**src/otp_store_consts.svh**
```systemverilog
// offsets, field positions, reset values and timing counts of the parameter store
// assumes inclusion by bare name from every design file that needs them
`ifndef OTP_STORE_CONSTS_SVH
`define OTP_STORE_CONSTS_SVH
// byte addresses of the eight store bytes
`define ADDR_CLOCK_CURRENT_TRIM   3'h0
`define ADDR_THERMAL_BANDGAP_TRIM 3'h1
`define ADDR_NODE_ID_CONFIG       3'h2
`define ADDR_COIL_CURRENT_CONFIG  3'h3
`define ADDR_SPEED_CONFIG         3'h4
`define ADDR_SAFE_POS_HI_RAMP     3'h5
`define ADDR_SAFE_POS_LO          3'h6
`define ADDR_STEP_LOCK_CONFIG     3'h7
`define ADDR_LAST_TRIM            3'h1
// field positions
`define POS_ID_SWAP       7
`define POS_PIN_ID_HI     6
`define POS_PIN_ID_LO     4
`define POS_SHAFT         4
`define POS_RES_HI        3
`define POS_RES_LO        2
`define POS_TRIM_LOCK     1
`define POS_GLOBAL_LOCK   0
// byte node_id_config bits 6:4 are never stored: they mirror the pins
`define NODE_STORE_MASK   8'h8f
// delivery contents of byte thermal_bandgap_trim and byte step_lock_config
`define RST_THERMAL_BYTE  8'h80
`define RST_STEP_LOCK     8'h02
// safe target value that turns secure positioning off
`define SAFE_TARGET_OFF   11'h400
// timing
`define CLK_MHZ           125
`define ZAP_TIME_US       100
`endif

```
**src/otp_store_pkg.sv**
```systemverilog
// types shared by the parameter store and its helpers
// assumes nothing beyond a SystemVerilog compiler
package otp_store_pkg;
	// command codes arriving from the frame decoder
	typedef enum logic [1:0] {
		burn_byte_cmd        = 2'h0,
		fetch_nvm_cmd        = 2'h1,
		write_motion_cfg_cmd = 2'h2,
		restore_defaults_cmd = 2'h3
	} cmd_op_t;
	// gray coded along idle -> zap -> idle and idle -> load -> idle
	typedef enum logic [1:0] {
		st_idle = 2'h0,
		st_zap  = 2'h1,
		st_load = 2'h2
	} state_t;
	// step resolution decode
	typedef enum logic [1:0] {
		res_half      = 2'h0,
		res_quarter   = 2'h1,
		res_eighth    = 2'h2,
		res_sixteenth = 2'h3
	} microstep_res_t;
	// working-ram motion parameters, overridable over the bus
	typedef struct packed {
		logic [3:0]     irun;
		logic [3:0]     ihold;
		logic [3:0]     vmax;
		logic [3:0]     vmin;
		logic [10:0]    safe_target;
		logic           shaft;
		logic [3:0]     acc;
		microstep_res_t microstep_res;
	} motion_cfg_t;
endpackage

```
**src/pin_sync.sv**
```systemverilog
// three-stage synchroniser for the address pins
// assumes pins change slowly compared with the core clock
`timescale 1ns/1ns
module pin_sync #(
	parameter int W = 3
) (
	// clock and reset
	input  wire logic         clk_in,
	input  wire logic         rst_b_in,
	// raw pins and clean copy
	input  wire logic [W-1:0] pin_in,
	output logic      [W-1:0] pin_out
);
	logic [W-1:0] s1_q;
	logic [W-1:0] s2_q;
	logic [W-1:0] s3_q;
	// s1 feeds s2 only; a change counts once s2 and s3 agree
	always_ff @(posedge clk_in or negedge rst_b_in) begin
		if (!rst_b_in) begin
			s1_q    <= '0;
			s2_q    <= '0;
			s3_q    <= '0;
			pin_out <= '0;
		end else begin
			s1_q <= pin_in;
			s2_q <= s1_q;
			s3_q <= s2_q;
			if (s2_q == s3_q) pin_out <= s3_q;
		end
	end
endmodule

```
**src/coil_current_lut.sv**
```systemverilog
// coil current code to amplitude in milliamps
// assumes a registered code at its input; output is registered
`timescale 1ns/1ns
module coil_current_lut (
	// clock and reset
	input  wire logic       clk_in,
	input  wire logic       rst_b_in,
	// code and amplitude
	input  wire logic [3:0] code_in,
	output logic      [9:0] ma_out
);
	// one table serves run and standstill codes
	always_ff @(posedge clk_in or negedge rst_b_in) begin
		if (!rst_b_in) begin
			ma_out <= 10'h03b;
		end else begin
			case (code_in)
				4'h0: ma_out <= 10'd59;
				4'h1: ma_out <= 10'd71;
				4'h2: ma_out <= 10'd84;
				4'h3: ma_out <= 10'd100;
				4'h4: ma_out <= 10'd119;
				4'h5: ma_out <= 10'd141;
				4'h6: ma_out <= 10'd168;
				4'h7: ma_out <= 10'd200;
				4'h8: ma_out <= 10'd238;
				4'h9: ma_out <= 10'd283;
				4'ha: ma_out <= 10'd336;
				4'hb: ma_out <= 10'd400;
				4'hc: ma_out <= 10'd476;
				4'hd: ma_out <= 10'd566;
				4'he: ma_out <= 10'd673;
				default: ma_out <= 10'd800;
			endcase
		end
	end
endmodule

```
**src/otp_param_store.sv**
```systemverilog
// one-time-programmable parameter store with lock bits and working-ram copy
// assumes a frame decoder on the same clock presenting one command per handshake
//
// Behaviour
// - eight store bytes, addresses clock_current_trim to step_lock_config
// - blank bits read zero, zapping sets one
// - bits already one are never zapped again
// - one byte programmed per program command
// - global lock blocks zapping of all bytes
// - trim lock blocks zapping of bytes clock_current_trim-thermal_bandgap_trim
// - trim bytes and trim lock come preprogrammed
// - read of byte node_id_config shows live pins
// - zapped bits act after read, restore, power-up
// - ram parameters overridable except node bits
// - node id from programmable and pin bits
// - swap bit exchanges the two id groups
// - seven-bit id gives 128 nodes
// - run code selects sixteen currents, 59-800 mA
// - standstill code uses same current table
// - stopped motor drops to standstill current
// - resolution code selects half to sixteenth
// - shaft bit selects rotation direction
// - safe target 0x400 disables secure positioning
// - restore reloads ram, positions untouched
`timescale 1ns/1ns
`include "otp_store_consts.svh"
module otp_param_store #(
	parameter int         ZAP_TIME_US = `ZAP_TIME_US,
	parameter logic [7:0] CAL_BYTE0   = 8'h00,
	parameter logic [7:0] CAL_BYTE1   = `RST_THERMAL_BYTE
) (
	// clock and reset
	input  wire logic                        core_clk_in,
	input  wire logic                        rst_b_in,
	// command from the frame decoder
	input  wire logic                        cmd_valid_in,
	output logic                             cmd_ready_out,
	input  wire otp_store_pkg::cmd_op_t      cmd_op_in,
	input  wire logic [2:0]                  cmd_addr_in,
	input  wire logic [7:0]                  cmd_data_in,
	input  wire otp_store_pkg::motion_cfg_t  cmd_cfg_in,
	// answers
	output logic                             rd_valid_out,
	output logic [7:0]                       rd_data_out,
	output logic                             burn_refused_out,
	output logic                             burn_done_out,
	// pins and motor state
	input  wire logic [2:0]                  pin_id_bits_in,
	input  wire logic                        motor_stopped_in,
	// active parameters
	output otp_store_pkg::motion_cfg_t       active_cfg_out,
	output logic [6:0]                       node_id_out,
	output logic [3:0]                       coil_code_out,
	output logic [9:0]                       coil_ma_out,
	output logic                             safe_pos_en_out,
	output logic [3:0]                       clock_trim_out,
	output logic [3:0]                       current_ref_trim_out,
	output logic [2:0]                       thermal_trim_out,
	output logic [3:0]                       bandgap_trim_out
);
	// zap pulse length in cycles, at least one
	localparam int ZAP_CYC_RAW = ZAP_TIME_US * `CLK_MHZ;
	localparam int ZAP_CYC     = (ZAP_CYC_RAW < 1) ? 1 : ZAP_CYC_RAW;

	logic                       rst_s1_q;
	logic                       rst_b;
	logic [2:0]                 pin_id_bits;
	logic [7:0]                 nvm_q [8];
	otp_store_pkg::state_t      state_q;
	logic [23:0]                zap_cnt_q;
	logic [2:0]                 zap_addr_q;
	logic [7:0]                 zap_bits_q;
	logic                       cmd_take;
	logic                       burn_take;
	logic                       locked;
	logic [7:0]                 zap_bits_d;
	otp_store_pkg::motion_cfg_t ram_cfg_q;
	otp_store_pkg::motion_cfg_t nvm_cfg;
	logic                       id_swap_sel_q;
	logic [3:0]                 prog_node_bits_q;
	logic [7:0]                 trim0_q;
	logic [7:0]                 trim1_q;
	logic [63:0]                nvm_flat;

	// reset release through two flops
	always_ff @(posedge core_clk_in or negedge rst_b_in) begin
		if (!rst_b_in) begin
			rst_s1_q <= 1'b0;
			rst_b    <= 1'b0;
		end else begin
			rst_s1_q <= 1'b1;
			rst_b    <= rst_s1_q;
		end
	end

	// address pins come from outside the clock domain
	pin_sync #(.W(3)) u_pin_sync (
		.clk_in   (core_clk_in),
		.rst_b_in (rst_b),
		.pin_in   (pin_id_bits_in),
		.pin_out  (pin_id_bits)
	);

	// commands are only taken while idle; zapping is slow and not queued
	assign cmd_ready_out = (state_q == otp_store_pkg::st_idle);
	assign cmd_take      = cmd_valid_in && cmd_ready_out;
	assign burn_take     = cmd_take && (cmd_op_in == otp_store_pkg::burn_byte_cmd);

	// lock check against the stored lock bits
	always_comb begin
		locked = nvm_q[`ADDR_STEP_LOCK_CONFIG][`POS_GLOBAL_LOCK];
		if (cmd_addr_in <= `ADDR_LAST_TRIM) begin
			locked = locked | nvm_q[`ADDR_STEP_LOCK_CONFIG][`POS_TRIM_LOCK];
		end
	end

	// only bits that are zero and asked to be one are zapped
	always_comb begin
		zap_bits_d = cmd_data_in & ~nvm_q[cmd_addr_in];
		if (cmd_addr_in == `ADDR_NODE_ID_CONFIG) begin
			zap_bits_d = zap_bits_d & `NODE_STORE_MASK;
		end
	end

	// sequencer: power-up load, zap timing, reload on read or restore
	always_ff @(posedge core_clk_in or negedge rst_b) begin
		if (!rst_b) begin
			state_q <= otp_store_pkg::st_load;
		end else begin
			case (state_q)
				otp_store_pkg::st_idle: begin
					if (burn_take && !locked) begin
						state_q <= otp_store_pkg::st_zap;
					end else if (cmd_take && (cmd_op_in == otp_store_pkg::fetch_nvm_cmd ||
							cmd_op_in == otp_store_pkg::restore_defaults_cmd)) begin
						state_q <= otp_store_pkg::st_load;
					end
				end
				otp_store_pkg::st_zap: begin
					if (zap_cnt_q == 24'h000000) state_q <= otp_store_pkg::st_idle;
				end
				default: state_q <= otp_store_pkg::st_idle;
			endcase
		end
	end

	// zap pulse counter and latched target
	always_ff @(posedge core_clk_in or negedge rst_b) begin
		if (!rst_b) begin
			zap_cnt_q  <= 24'h000000;
			zap_addr_q <= 3'h0;
			zap_bits_q <= 8'h00;
		end else if (burn_take && !locked) begin
			zap_cnt_q  <= 24'(ZAP_CYC - 1);
			zap_addr_q <= cmd_addr_in;
			zap_bits_q <= zap_bits_d;
		end else if (zap_cnt_q != 24'h000000) begin
			zap_cnt_q <= zap_cnt_q - 24'h000001;
		end
	end

	// the store array; bits only ever rise, reset models delivery contents
	always_ff @(posedge core_clk_in or negedge rst_b) begin
		if (!rst_b) begin
			for (int i = 0; i < 8; i++) begin
				nvm_q[i] <= 8'h00;
			end
			nvm_q[`ADDR_CLOCK_CURRENT_TRIM]   <= CAL_BYTE0;
			nvm_q[`ADDR_THERMAL_BANDGAP_TRIM] <= CAL_BYTE1;
			nvm_q[`ADDR_STEP_LOCK_CONFIG]     <= `RST_STEP_LOCK;
		end else if (state_q == otp_store_pkg::st_zap && zap_cnt_q == 24'h000000) begin
			nvm_q[zap_addr_q] <= nvm_q[zap_addr_q] | zap_bits_q;
		end
	end

	// a refused program leaves the store alone and says so for one cycle
	always_ff @(posedge core_clk_in or negedge rst_b) begin
		if (!rst_b) begin
			burn_refused_out <= 1'b0;
			burn_done_out    <= 1'b0;
		end else begin
			burn_refused_out <= burn_take && locked;
			burn_done_out    <= (state_q == otp_store_pkg::st_zap) && (zap_cnt_q == 24'h000000);
		end
	end

	// read answer: byte node_id_config carries the live pins in place of stored bits
	always_ff @(posedge core_clk_in or negedge rst_b) begin
		if (!rst_b) begin
			rd_valid_out <= 1'b0;
			rd_data_out  <= 8'h00;
		end else begin
			rd_valid_out <= cmd_take && (cmd_op_in == otp_store_pkg::fetch_nvm_cmd);
			if (cmd_take && cmd_op_in == otp_store_pkg::fetch_nvm_cmd) begin
				rd_data_out <= nvm_q[cmd_addr_in];
				if (cmd_addr_in == `ADDR_NODE_ID_CONFIG) begin
					rd_data_out[`POS_PIN_ID_HI:`POS_PIN_ID_LO] <= pin_id_bits;
				end
			end
		end
	end

	// store bytes unpacked into the ram layout
	always_comb begin
		nvm_cfg.irun          = nvm_q[`ADDR_COIL_CURRENT_CONFIG][7:4];
		nvm_cfg.ihold         = nvm_q[`ADDR_COIL_CURRENT_CONFIG][3:0];
		nvm_cfg.vmax          = nvm_q[`ADDR_SPEED_CONFIG][7:4];
		nvm_cfg.vmin          = nvm_q[`ADDR_SPEED_CONFIG][3:0];
		nvm_cfg.safe_target   = {nvm_q[`ADDR_SAFE_POS_HI_RAMP][7:5], nvm_q[`ADDR_SAFE_POS_LO]};
		nvm_cfg.shaft         = nvm_q[`ADDR_SAFE_POS_HI_RAMP][`POS_SHAFT];
		nvm_cfg.acc           = nvm_q[`ADDR_SAFE_POS_HI_RAMP][3:0];
		nvm_cfg.microstep_res = otp_store_pkg::microstep_res_t'(
			nvm_q[`ADDR_STEP_LOCK_CONFIG][`POS_RES_HI:`POS_RES_LO]);
	end

	// working ram: loaded from store on load, overwritten by parameter write
	always_ff @(posedge core_clk_in or negedge rst_b) begin
		if (!rst_b) begin
			ram_cfg_q <= '0;
		end else if (state_q == otp_store_pkg::st_load) begin
			ram_cfg_q <= nvm_cfg;
		end else if (cmd_take && cmd_op_in == otp_store_pkg::write_motion_cfg_cmd) begin
			ram_cfg_q <= cmd_cfg_in;
		end
	end

	// node bits and trims follow the store only on load, never a bus write
	always_ff @(posedge core_clk_in or negedge rst_b) begin
		if (!rst_b) begin
			id_swap_sel_q    <= 1'b0;
			prog_node_bits_q <= 4'h0;
			trim0_q          <= 8'h00;
			trim1_q          <= 8'h00;
		end else if (state_q == otp_store_pkg::st_load) begin
			id_swap_sel_q    <= nvm_q[`ADDR_NODE_ID_CONFIG][`POS_ID_SWAP];
			prog_node_bits_q <= nvm_q[`ADDR_NODE_ID_CONFIG][3:0];
			trim0_q          <= nvm_q[`ADDR_CLOCK_CURRENT_TRIM];
			trim1_q          <= nvm_q[`ADDR_THERMAL_BANDGAP_TRIM];
		end
	end

	// node id: pins high and programmable bits low unless swapped
	always_ff @(posedge core_clk_in or negedge rst_b) begin
		if (!rst_b) begin
			node_id_out <= 7'h00;
		end else if (id_swap_sel_q) begin
			node_id_out <= {prog_node_bits_q, pin_id_bits};
		end else begin
			node_id_out <= {pin_id_bits, prog_node_bits_q};
		end
	end

	// coil code drops to standstill when stopped; positions live elsewhere
	always_ff @(posedge core_clk_in or negedge rst_b) begin
		if (!rst_b) begin
			coil_code_out   <= 4'h0;
			safe_pos_en_out <= 1'b0;
		end else begin
			coil_code_out   <= motor_stopped_in ? ram_cfg_q.ihold : ram_cfg_q.irun;
			safe_pos_en_out <= (ram_cfg_q.safe_target != `SAFE_TARGET_OFF);
		end
	end

	// run and standstill share one amplitude table
	coil_current_lut u_coil_lut (
		.clk_in  (core_clk_in),
		.rst_b_in (rst_b),
		.code_in (coil_code_out),
		.ma_out  (coil_ma_out)
	);

	// direction and resolution pass through as decoded fields
	assign active_cfg_out       = ram_cfg_q;
	assign clock_trim_out       = trim0_q[7:4];
	assign current_ref_trim_out = trim0_q[3:0];
	assign thermal_trim_out     = trim1_q[6:4];
	assign bandgap_trim_out     = trim1_q[3:0];

	// helpers for the checks below
	assign nvm_flat = {nvm_q[7], nvm_q[6], nvm_q[5], nvm_q[4],
		nvm_q[3], nvm_q[2], nvm_q[1], nvm_q[0]};
endmodule

```
**config.mk**
```make
export PLATFORM = sky130hd
export DESIGN_NAME = otp_param_store
export DESIGN_NICKNAME = d
export VERILOG_FILES = /design/src/otp_store_pkg.sv /design/src/pin_sync.sv /design/src/coil_current_lut.sv /design/src/otp_param_store.sv
export VERILOG_INCLUDE_DIRS = /design/src
export SDC_FILE = /design/constraint.sdc
export NUM_CORES = 1
export LEC_CHECK = 0
export ABC_AREA = 1
export ABC_CLOCK_PERIOD_IN_PS = 15700
export BUFFER_PORTS_ARGS = -buffer_cell sky130_fd_sc_hd__buf_2
export CAP_MARGIN = 20
export CORE_UTILIZATION = 50
export DETAILED_ROUTE_END_ITERATION = 16
export HOLD_SLACK_MARGIN = 0.05
export PLACE_DENSITY = 0.72
export SLEW_MARGIN = 20
export SYNTH_ARGS = -nofsm -noshare
export SYNTH_HDL_FRONTEND = slang
export SYNTH_SLANG_ARGS = --single-unit
```
**constraint.sdc**
```tcl
create_clock -name core_clk_in -period 15.7 [get_ports core_clk_in]
set_input_delay 0.785 -clock core_clk_in [delete_from_list [all_inputs] [get_ports core_clk_in]]
set_output_delay 0.785 -clock core_clk_in [all_outputs]
set_load 0.03 [all_outputs]
```
# Word level (Yosys, flattened, before mapping)
# Memories as Yosys holds them, arrays and structs flattened. A register that Yosys moved wholly into a read port is not among the register bits.
# Cells that the tools add are included.
# totals
mem_bits_rw	0
latch_bits	0
out_inout_bits	83
memories	1
mem_bits_ro	160
ff_bits	192
word_cells	100
# op_classes
reduce_logical	19
mux	22
div_mod_pow	0
order_cmp	4
n_addsub	1
n_bitwise	6
shift	0
mul	0
eq_ne	10
# memory_table
memory	depth	width	rd	rd_clocked_by_memory_dff	wr	line_no	rtl
(no name shown)	16	10	1	1	0	coil_current_lut.sv:17	case (code_in)
# op_table
cell	count
$mux W34	2
$bwmux W64	1
$bmux W8 S3	2
$mux W24	2
$mux W8	5
$demux W8 S3	1
$logic_not A24 Y1	1
$reduce_bool A24 Y1	1
$sub A24 B1 Y24 const B	1
$mux W7	2
$ne A11 B11 Y1 const B	1
$logic_and A1 B1 Y1	9
$and A8 B8 Y8	1
$ge A4 B4 Y1 const B	2
$not A3 Y4	2
$not A8 Y8	1
$or A8 B8 Y8	1
$eq A2 B2 Y1 const B	3
$mux W2	3
$eq A2 B1 Y1 const B	2
$logic_not A2 Y1	2
$lt A4 B1 Y1 const B	1
$mux W4	1
$pmux W2 S2	1
12 further kinds	14

# Depth between registers and ports, before layout
# depth
depth_word	7
mapped_depth	10

# By module
# From an unflattened synthesis, not the netlist that was laid out.
# unflattened
hier_cells	1302
area_unflattened_um2	10123.5
# by_module_without_submodules
mod	cells_each	area_per_inst_um2	n_inst	seq_area_each_um2
otp_param_store	1201	9175.0	1	4508.1
coil_current_lut	68	543.0	1	256.5
pin_sync	33	405.4	1	300.3

# Worst setup path after synthesis
# Ideal clock, no wire load.
# synth_path
path_kind	input to register
start	input cmd_addr_in[1]
end	register zap_cnt_q[11]
cell_stages	8
setup_ns	0.072
path_buffers	2
slack_ns	13.858
arrival_time_ns	1.770
t_required_ns	15.628
cell_sequence	buf_2 > nor2_1 > a21oi_1 > nand3_4 > nand2_2 > inv_2 > buf_4 > nor2_1
# synth_between
elab_chain_len	5
word_cells_on_any_way	6
classes_between	order compare (1); mux (2); reduce/logical (3)
# synth_rtl
element	line_no	rtl
start, declared	otp_param_store.sv:39	input wire logic [2:0] cmd_addr_in,
$le A3 B1 Y1 (no source line) (*)	-	
$mux W1 (*)	otp_param_store.sv:112	if (cmd_addr_in <= `ADDR_LAST_TRIM) begin
$logic_not A1 Y1 (*)	otp_param_store.sv:153	end else if (burn_take && !locked) begin
$logic_and A1 B1 Y1 (*)	otp_param_store.sv:153	
$mux W24 or $reduce_bool A2 Y1 (tied branches)	-	
end signal, assigned	otp_param_store.sv:154	zap_cnt_q <= 24'(ZAP_CYC - 1);
end signal, assigned	otp_param_store.sv:158	zap_cnt_q <= zap_cnt_q - 24'h000001;
end, declared	otp_param_store.sv:70	logic [23:0] zap_cnt_q;
# Every way passes the cells marked *; elsewhere a longest branch is shown, timed or not.
# A chain may end at the register's enable or synchronous reset.

# Worst setup path after layout
# layout_path
start	register state_q[1]
end	output cmd_ready_out
# layout_between
elab_chain_len	1
# layout_rtl
element	line_no	rtl
start, declared	otp_param_store.sv:69	otp_store_pkg::state_t state_q;
start signal, assigned	otp_param_store.sv:128	state_q <= otp_store_pkg::st_load;
start signal, assigned	otp_param_store.sv:133	state_q <= otp_store_pkg::st_zap;
start signal, assigned	otp_param_store.sv:136	state_q <= otp_store_pkg::st_load;
$logic_not A2 Y1	otp_param_store.sv:105	assign cmd_ready_out = (state_q == otp_store_pkg::st_idle);
end, declared	otp_param_store.sv:37	output logic cmd_ready_out,
# No other way between the ends.

==> impl_metrics.env <==
export IMPL_worst_slew_pin_slew_ns=0.983
export IMPL_syn_avg_cell_area_um2=7.95
export IMPL_power_density_mw_per_mm2=96.8
export IMPL_boundaryPins=137
export IMPL_async_flop_share_pct=100
export IMPL_cp_max_fo=35
export IMPL_num_vias=9031
export IMPL_critical_path_class="register to primary output"
export IMPL_ys_ff_latch=202
export IMPL_ant_nets=0
export IMPL_drt_total_wl_um=27200
export IMPL_grt_pass1_wl_um=43200
export IMPL_synth_cell_types=40
export IMPL_port_buffers=136
export IMPL_synth_edf_count=0
export IMPL_grt_overflow_total=0
export IMPL_place_congestion=0.929
export IMPL_antenna_found_initial=1
export IMPL_num_nets_final=1448
export IMPL_pre_cts_ws_ns=12.87
export IMPL_synthFlopType="dfrtp_1"
export IMPL_drv_slew=0
export IMPL_hold_slack_ns=0.337
export IMPL_hold_path_class="register to async pin"
export IMPL_die_w_um=145
export IMPL_drive_above_1_share_pct=16.4
export IMPL_worstPathArrival_ns=1.81
export IMPL_synth_fa_ha_area_share_pct=0.491
export IMPL_clkLatencyLatePin_ns=0.51
export IMPL_wl_per_cell_um=16.3
export IMPL_synth_xor_area_share_pct=0.687
export IMPL_coreArea_mm2=0.0197
export IMPL_power_leakage_nw=5.85
export IMPL_finalSetupTns_ns=0
export IMPL_firstDrtPassIters=5
export IMPL_final_core_util_pct=59.4
export IMPL_start_kind="register"
export IMPL_clk_pin_slew_worst_paths_ns=0.06
export IMPL_areaGrowthSynthToFinish_pct=14.8
export IMPL_layout_setup_ws_ns=13.10
export IMPL_finalSetupViolations=0
export IMPL_grt_pass1_vias=8229
export IMPL_synth_compound_area_share_pct=7.63
export IMPL_synth_nets=1341
export IMPL_ys_warnings_count=0
export IMPL_die_area_mm2=0.0210
export IMPL_numCtsBuffers=22
export IMPL_drtIter0Drc=796
export IMPL_rrSetupSlack_ns=13.15
export IMPL_h_tree_depth=1
export IMPL_maxCapViolations=0
export IMPL_postCtsSetupRepairBufs=0
export IMPL_timing_fmax_ghz=0.385
export IMPL_period_share_pct=16.5
export IMPL_hold_viol_final=0
export IMPL_slew_limit_headroom_pct=34.5
export IMPL_synthMuxAreaShare_pct=0.662
export IMPL_cts_sinks=202
export IMPL_grtUsageTotal_pct=26.6
export IMPL_clock_skew_final_ns=0.0164
export IMPL_drcViolationCount=0
export IMPL_rows=51
export IMPL_outcome="finished, final reports clean"
export IMPL_antennaDiodeCount=0
export IMPL_syn_inst=1283
export IMPL_dp_hpwl_um=18700
export IMPL_cts_tree="yes"
export IMPL_synth_top_family_by_area="simple AND/OR/NAND/NOR gates"
export IMPL_start_util_pct=51.7
export IMPL_period_needed_ns=2.60
export IMPL_end_kind="primary output"
export IMPL_rsz0062_at_grt="false"
export IMPL_vdd_drop_max_mv=0.0770
export IMPL_fp_dieH_um=145
export IMPL_cts_root_buf="clkbuf_16"
export IMPL_synth_simple_area_share_pct=33.8
export IMPL_cp_required_ns=14.91
export IMPL_syn_area_mm2=0.0102
export IMPL_grt_max_degree=83
export IMPL_routed_via_density=5.40
export IMPL_yosysSeqAreaShare_pct=49.7
export IMPL_clk_path_buf_depth=3
[area by class of cell]
cell class / instances / area (µm²)
clock buffer: 36 / 654
fill: 1776 / 8010
tap: 265 / 332
clock inverter: 4 / 95.1
timing repair buffer: 144 / 747
multi-input combinational: 916 / 4430
inverter: 104 / 390
sequential: 202 / 5070
[what timing repair did]
item / in CTS / in global routing
gates resized for setup: 0 / 0
hold buffers: 1 / 0
endpoints found under the hold margin: 2 / 0
[final timing paths]
kind / to / cells after the start / start
worst min register to register: zap_bits_q[3]$_DFFE_PN0P_ / 0 / rst_b$_DFF_PN0_
min in group core_clk_in: rst_b$_DFF_PN0_ / 0 / rst_s1_q$_DFF_PN0_
worst max register to register: zap_cnt_q[20]$_DFFE_PN0P_ / 9 / zap_cnt_q[0]$_DFFE_PN0P_
worst min-delay path: zap_bits_q[3]$_DFFE_PN0P_ / 0 / rst_b$_DFF_PN0_
worst max-delay path: cmd_ready_out / 2 / state_q[1]$_DFFE_PN1P_
max in group asynchronous: trim1_q[3]$_DFFE_PN0P_ / 2 / rst_b$_DFF_PN0_
[cells in the mapped netlist, drive strengths merged (5+ instances only)]
library cell  number  area (µm²)
clkbuf            23        86.3
nor3               8        71.3
inv              100         375
a21oi             23         115
mux2               6        67.6
dfrtp            194        4850
nand4             40         250
nand3            177        1020
xor2               7        61.3
nand2            364        1380
nor2             166         704
dfstp              8         210
o211ai            10        75.1
a31oi             32         200
a21o               5        37.5
buf               38         243
o21ai             68         344
[logic make-up after synthesis]
family	Yosys count
buffers and inverters	165
AND/OR/NAND/NOR	758
adder cells (fa/ha/maj)	4
XOR/XNOR	8
flip-flops	202
multiplexers	6
other	1
AO/OA/AOI/OAI	139
[power by group]
part,total (mW),switching (mW),internal (mW)
clock network,0.539,0.206,0.333
logic,0.0573,0.0405,0.0168
registers,0.537,0.00668,0.530
[sequential cells by signal, summed over array words and instances (netlist names), 2 cells and up]
register and flops:
prog_node_bits_q 4, trim1_q 7, active_cfg_out 34, u_pin_sync.s3_q 3, u_pin_sync.s2_q 3, state_q 2, trim0_q 8, u_coil_lut.ma_out 10
zap_bits_q 8, zap_cnt_q 24, nvm_cfg 34, zap_addr_q 3, u_pin_sync.pin_out 3, u_pin_sync.s1_q 3, coil_code_out 4, nvm_flat 30
node_id_out 7, rd_data_out 8
[critical path, stage by stage (launching register included)]
cell and delay, ns:
dfstp_2 0.97, nor2_2 0.12, buf_2 0.21
[metrics by stage]
step | cell area [µm²] | power, mW | std cells
floorplan | 10200 | 0.582 | 1283
global placement | 10900 | 0.604 | 1630
detailed placement | 10900 | 0.604 | 1630
global route | 11700 | 1.17 | 1671
finish | 11700 | 1.13 | 1671
CTS | 11700 | 1.14 | 1671
[cell usage in the layout, fill, tap and decap left out, drive strengths merged]
cell type | Yosys | layout
buf | 38 | 143
dlygate4sd3 | 0 | 1
a31oi | 32 | 32
mux2 | 6 | 6
o22ai | 1 | 1
clkinv | 4 | 5
nand3 | 177 | 177
a21o | 5 | 5
xnor2 | 1 | 1
nand2 | 364 | 364
nand3b | 1 | 1
bufinv | 0 | 3
nand4 | 40 | 40
ha | 4 | 4
dfrtp | 194 | 194
nor2 | 166 | 166
conb | 1 | 1
xor2 | 7 | 7
nor3 | 8 | 8
clkbuf | 23 | 36
dfstp | 8 | 8
a21oi | 23 | 23
inv | 100 | 100
nor4 | 2 | 2
o21ai | 68 | 68
o211ai | 10 | 10
[routing by layer]
| layer | share of wire [%] | wire, µm | up-vias | track usage, % |
|---|---|---|---|---|
| met5 | 0.037 | 10 | - | 0 |
| met3 | 8.1 | 2190 | 69 | 4.24 |
| li1 | - | - | 4440 | - |
| met4 | 3.9 | 1060 | 2 | 11.4 |
| met1 | 45 | 12200 | 4137 | 38.3 |
| met2 | 43 | 11700 | 383 | 39.5 |
No activity file was read; power rests on OpenSTA's default activity.
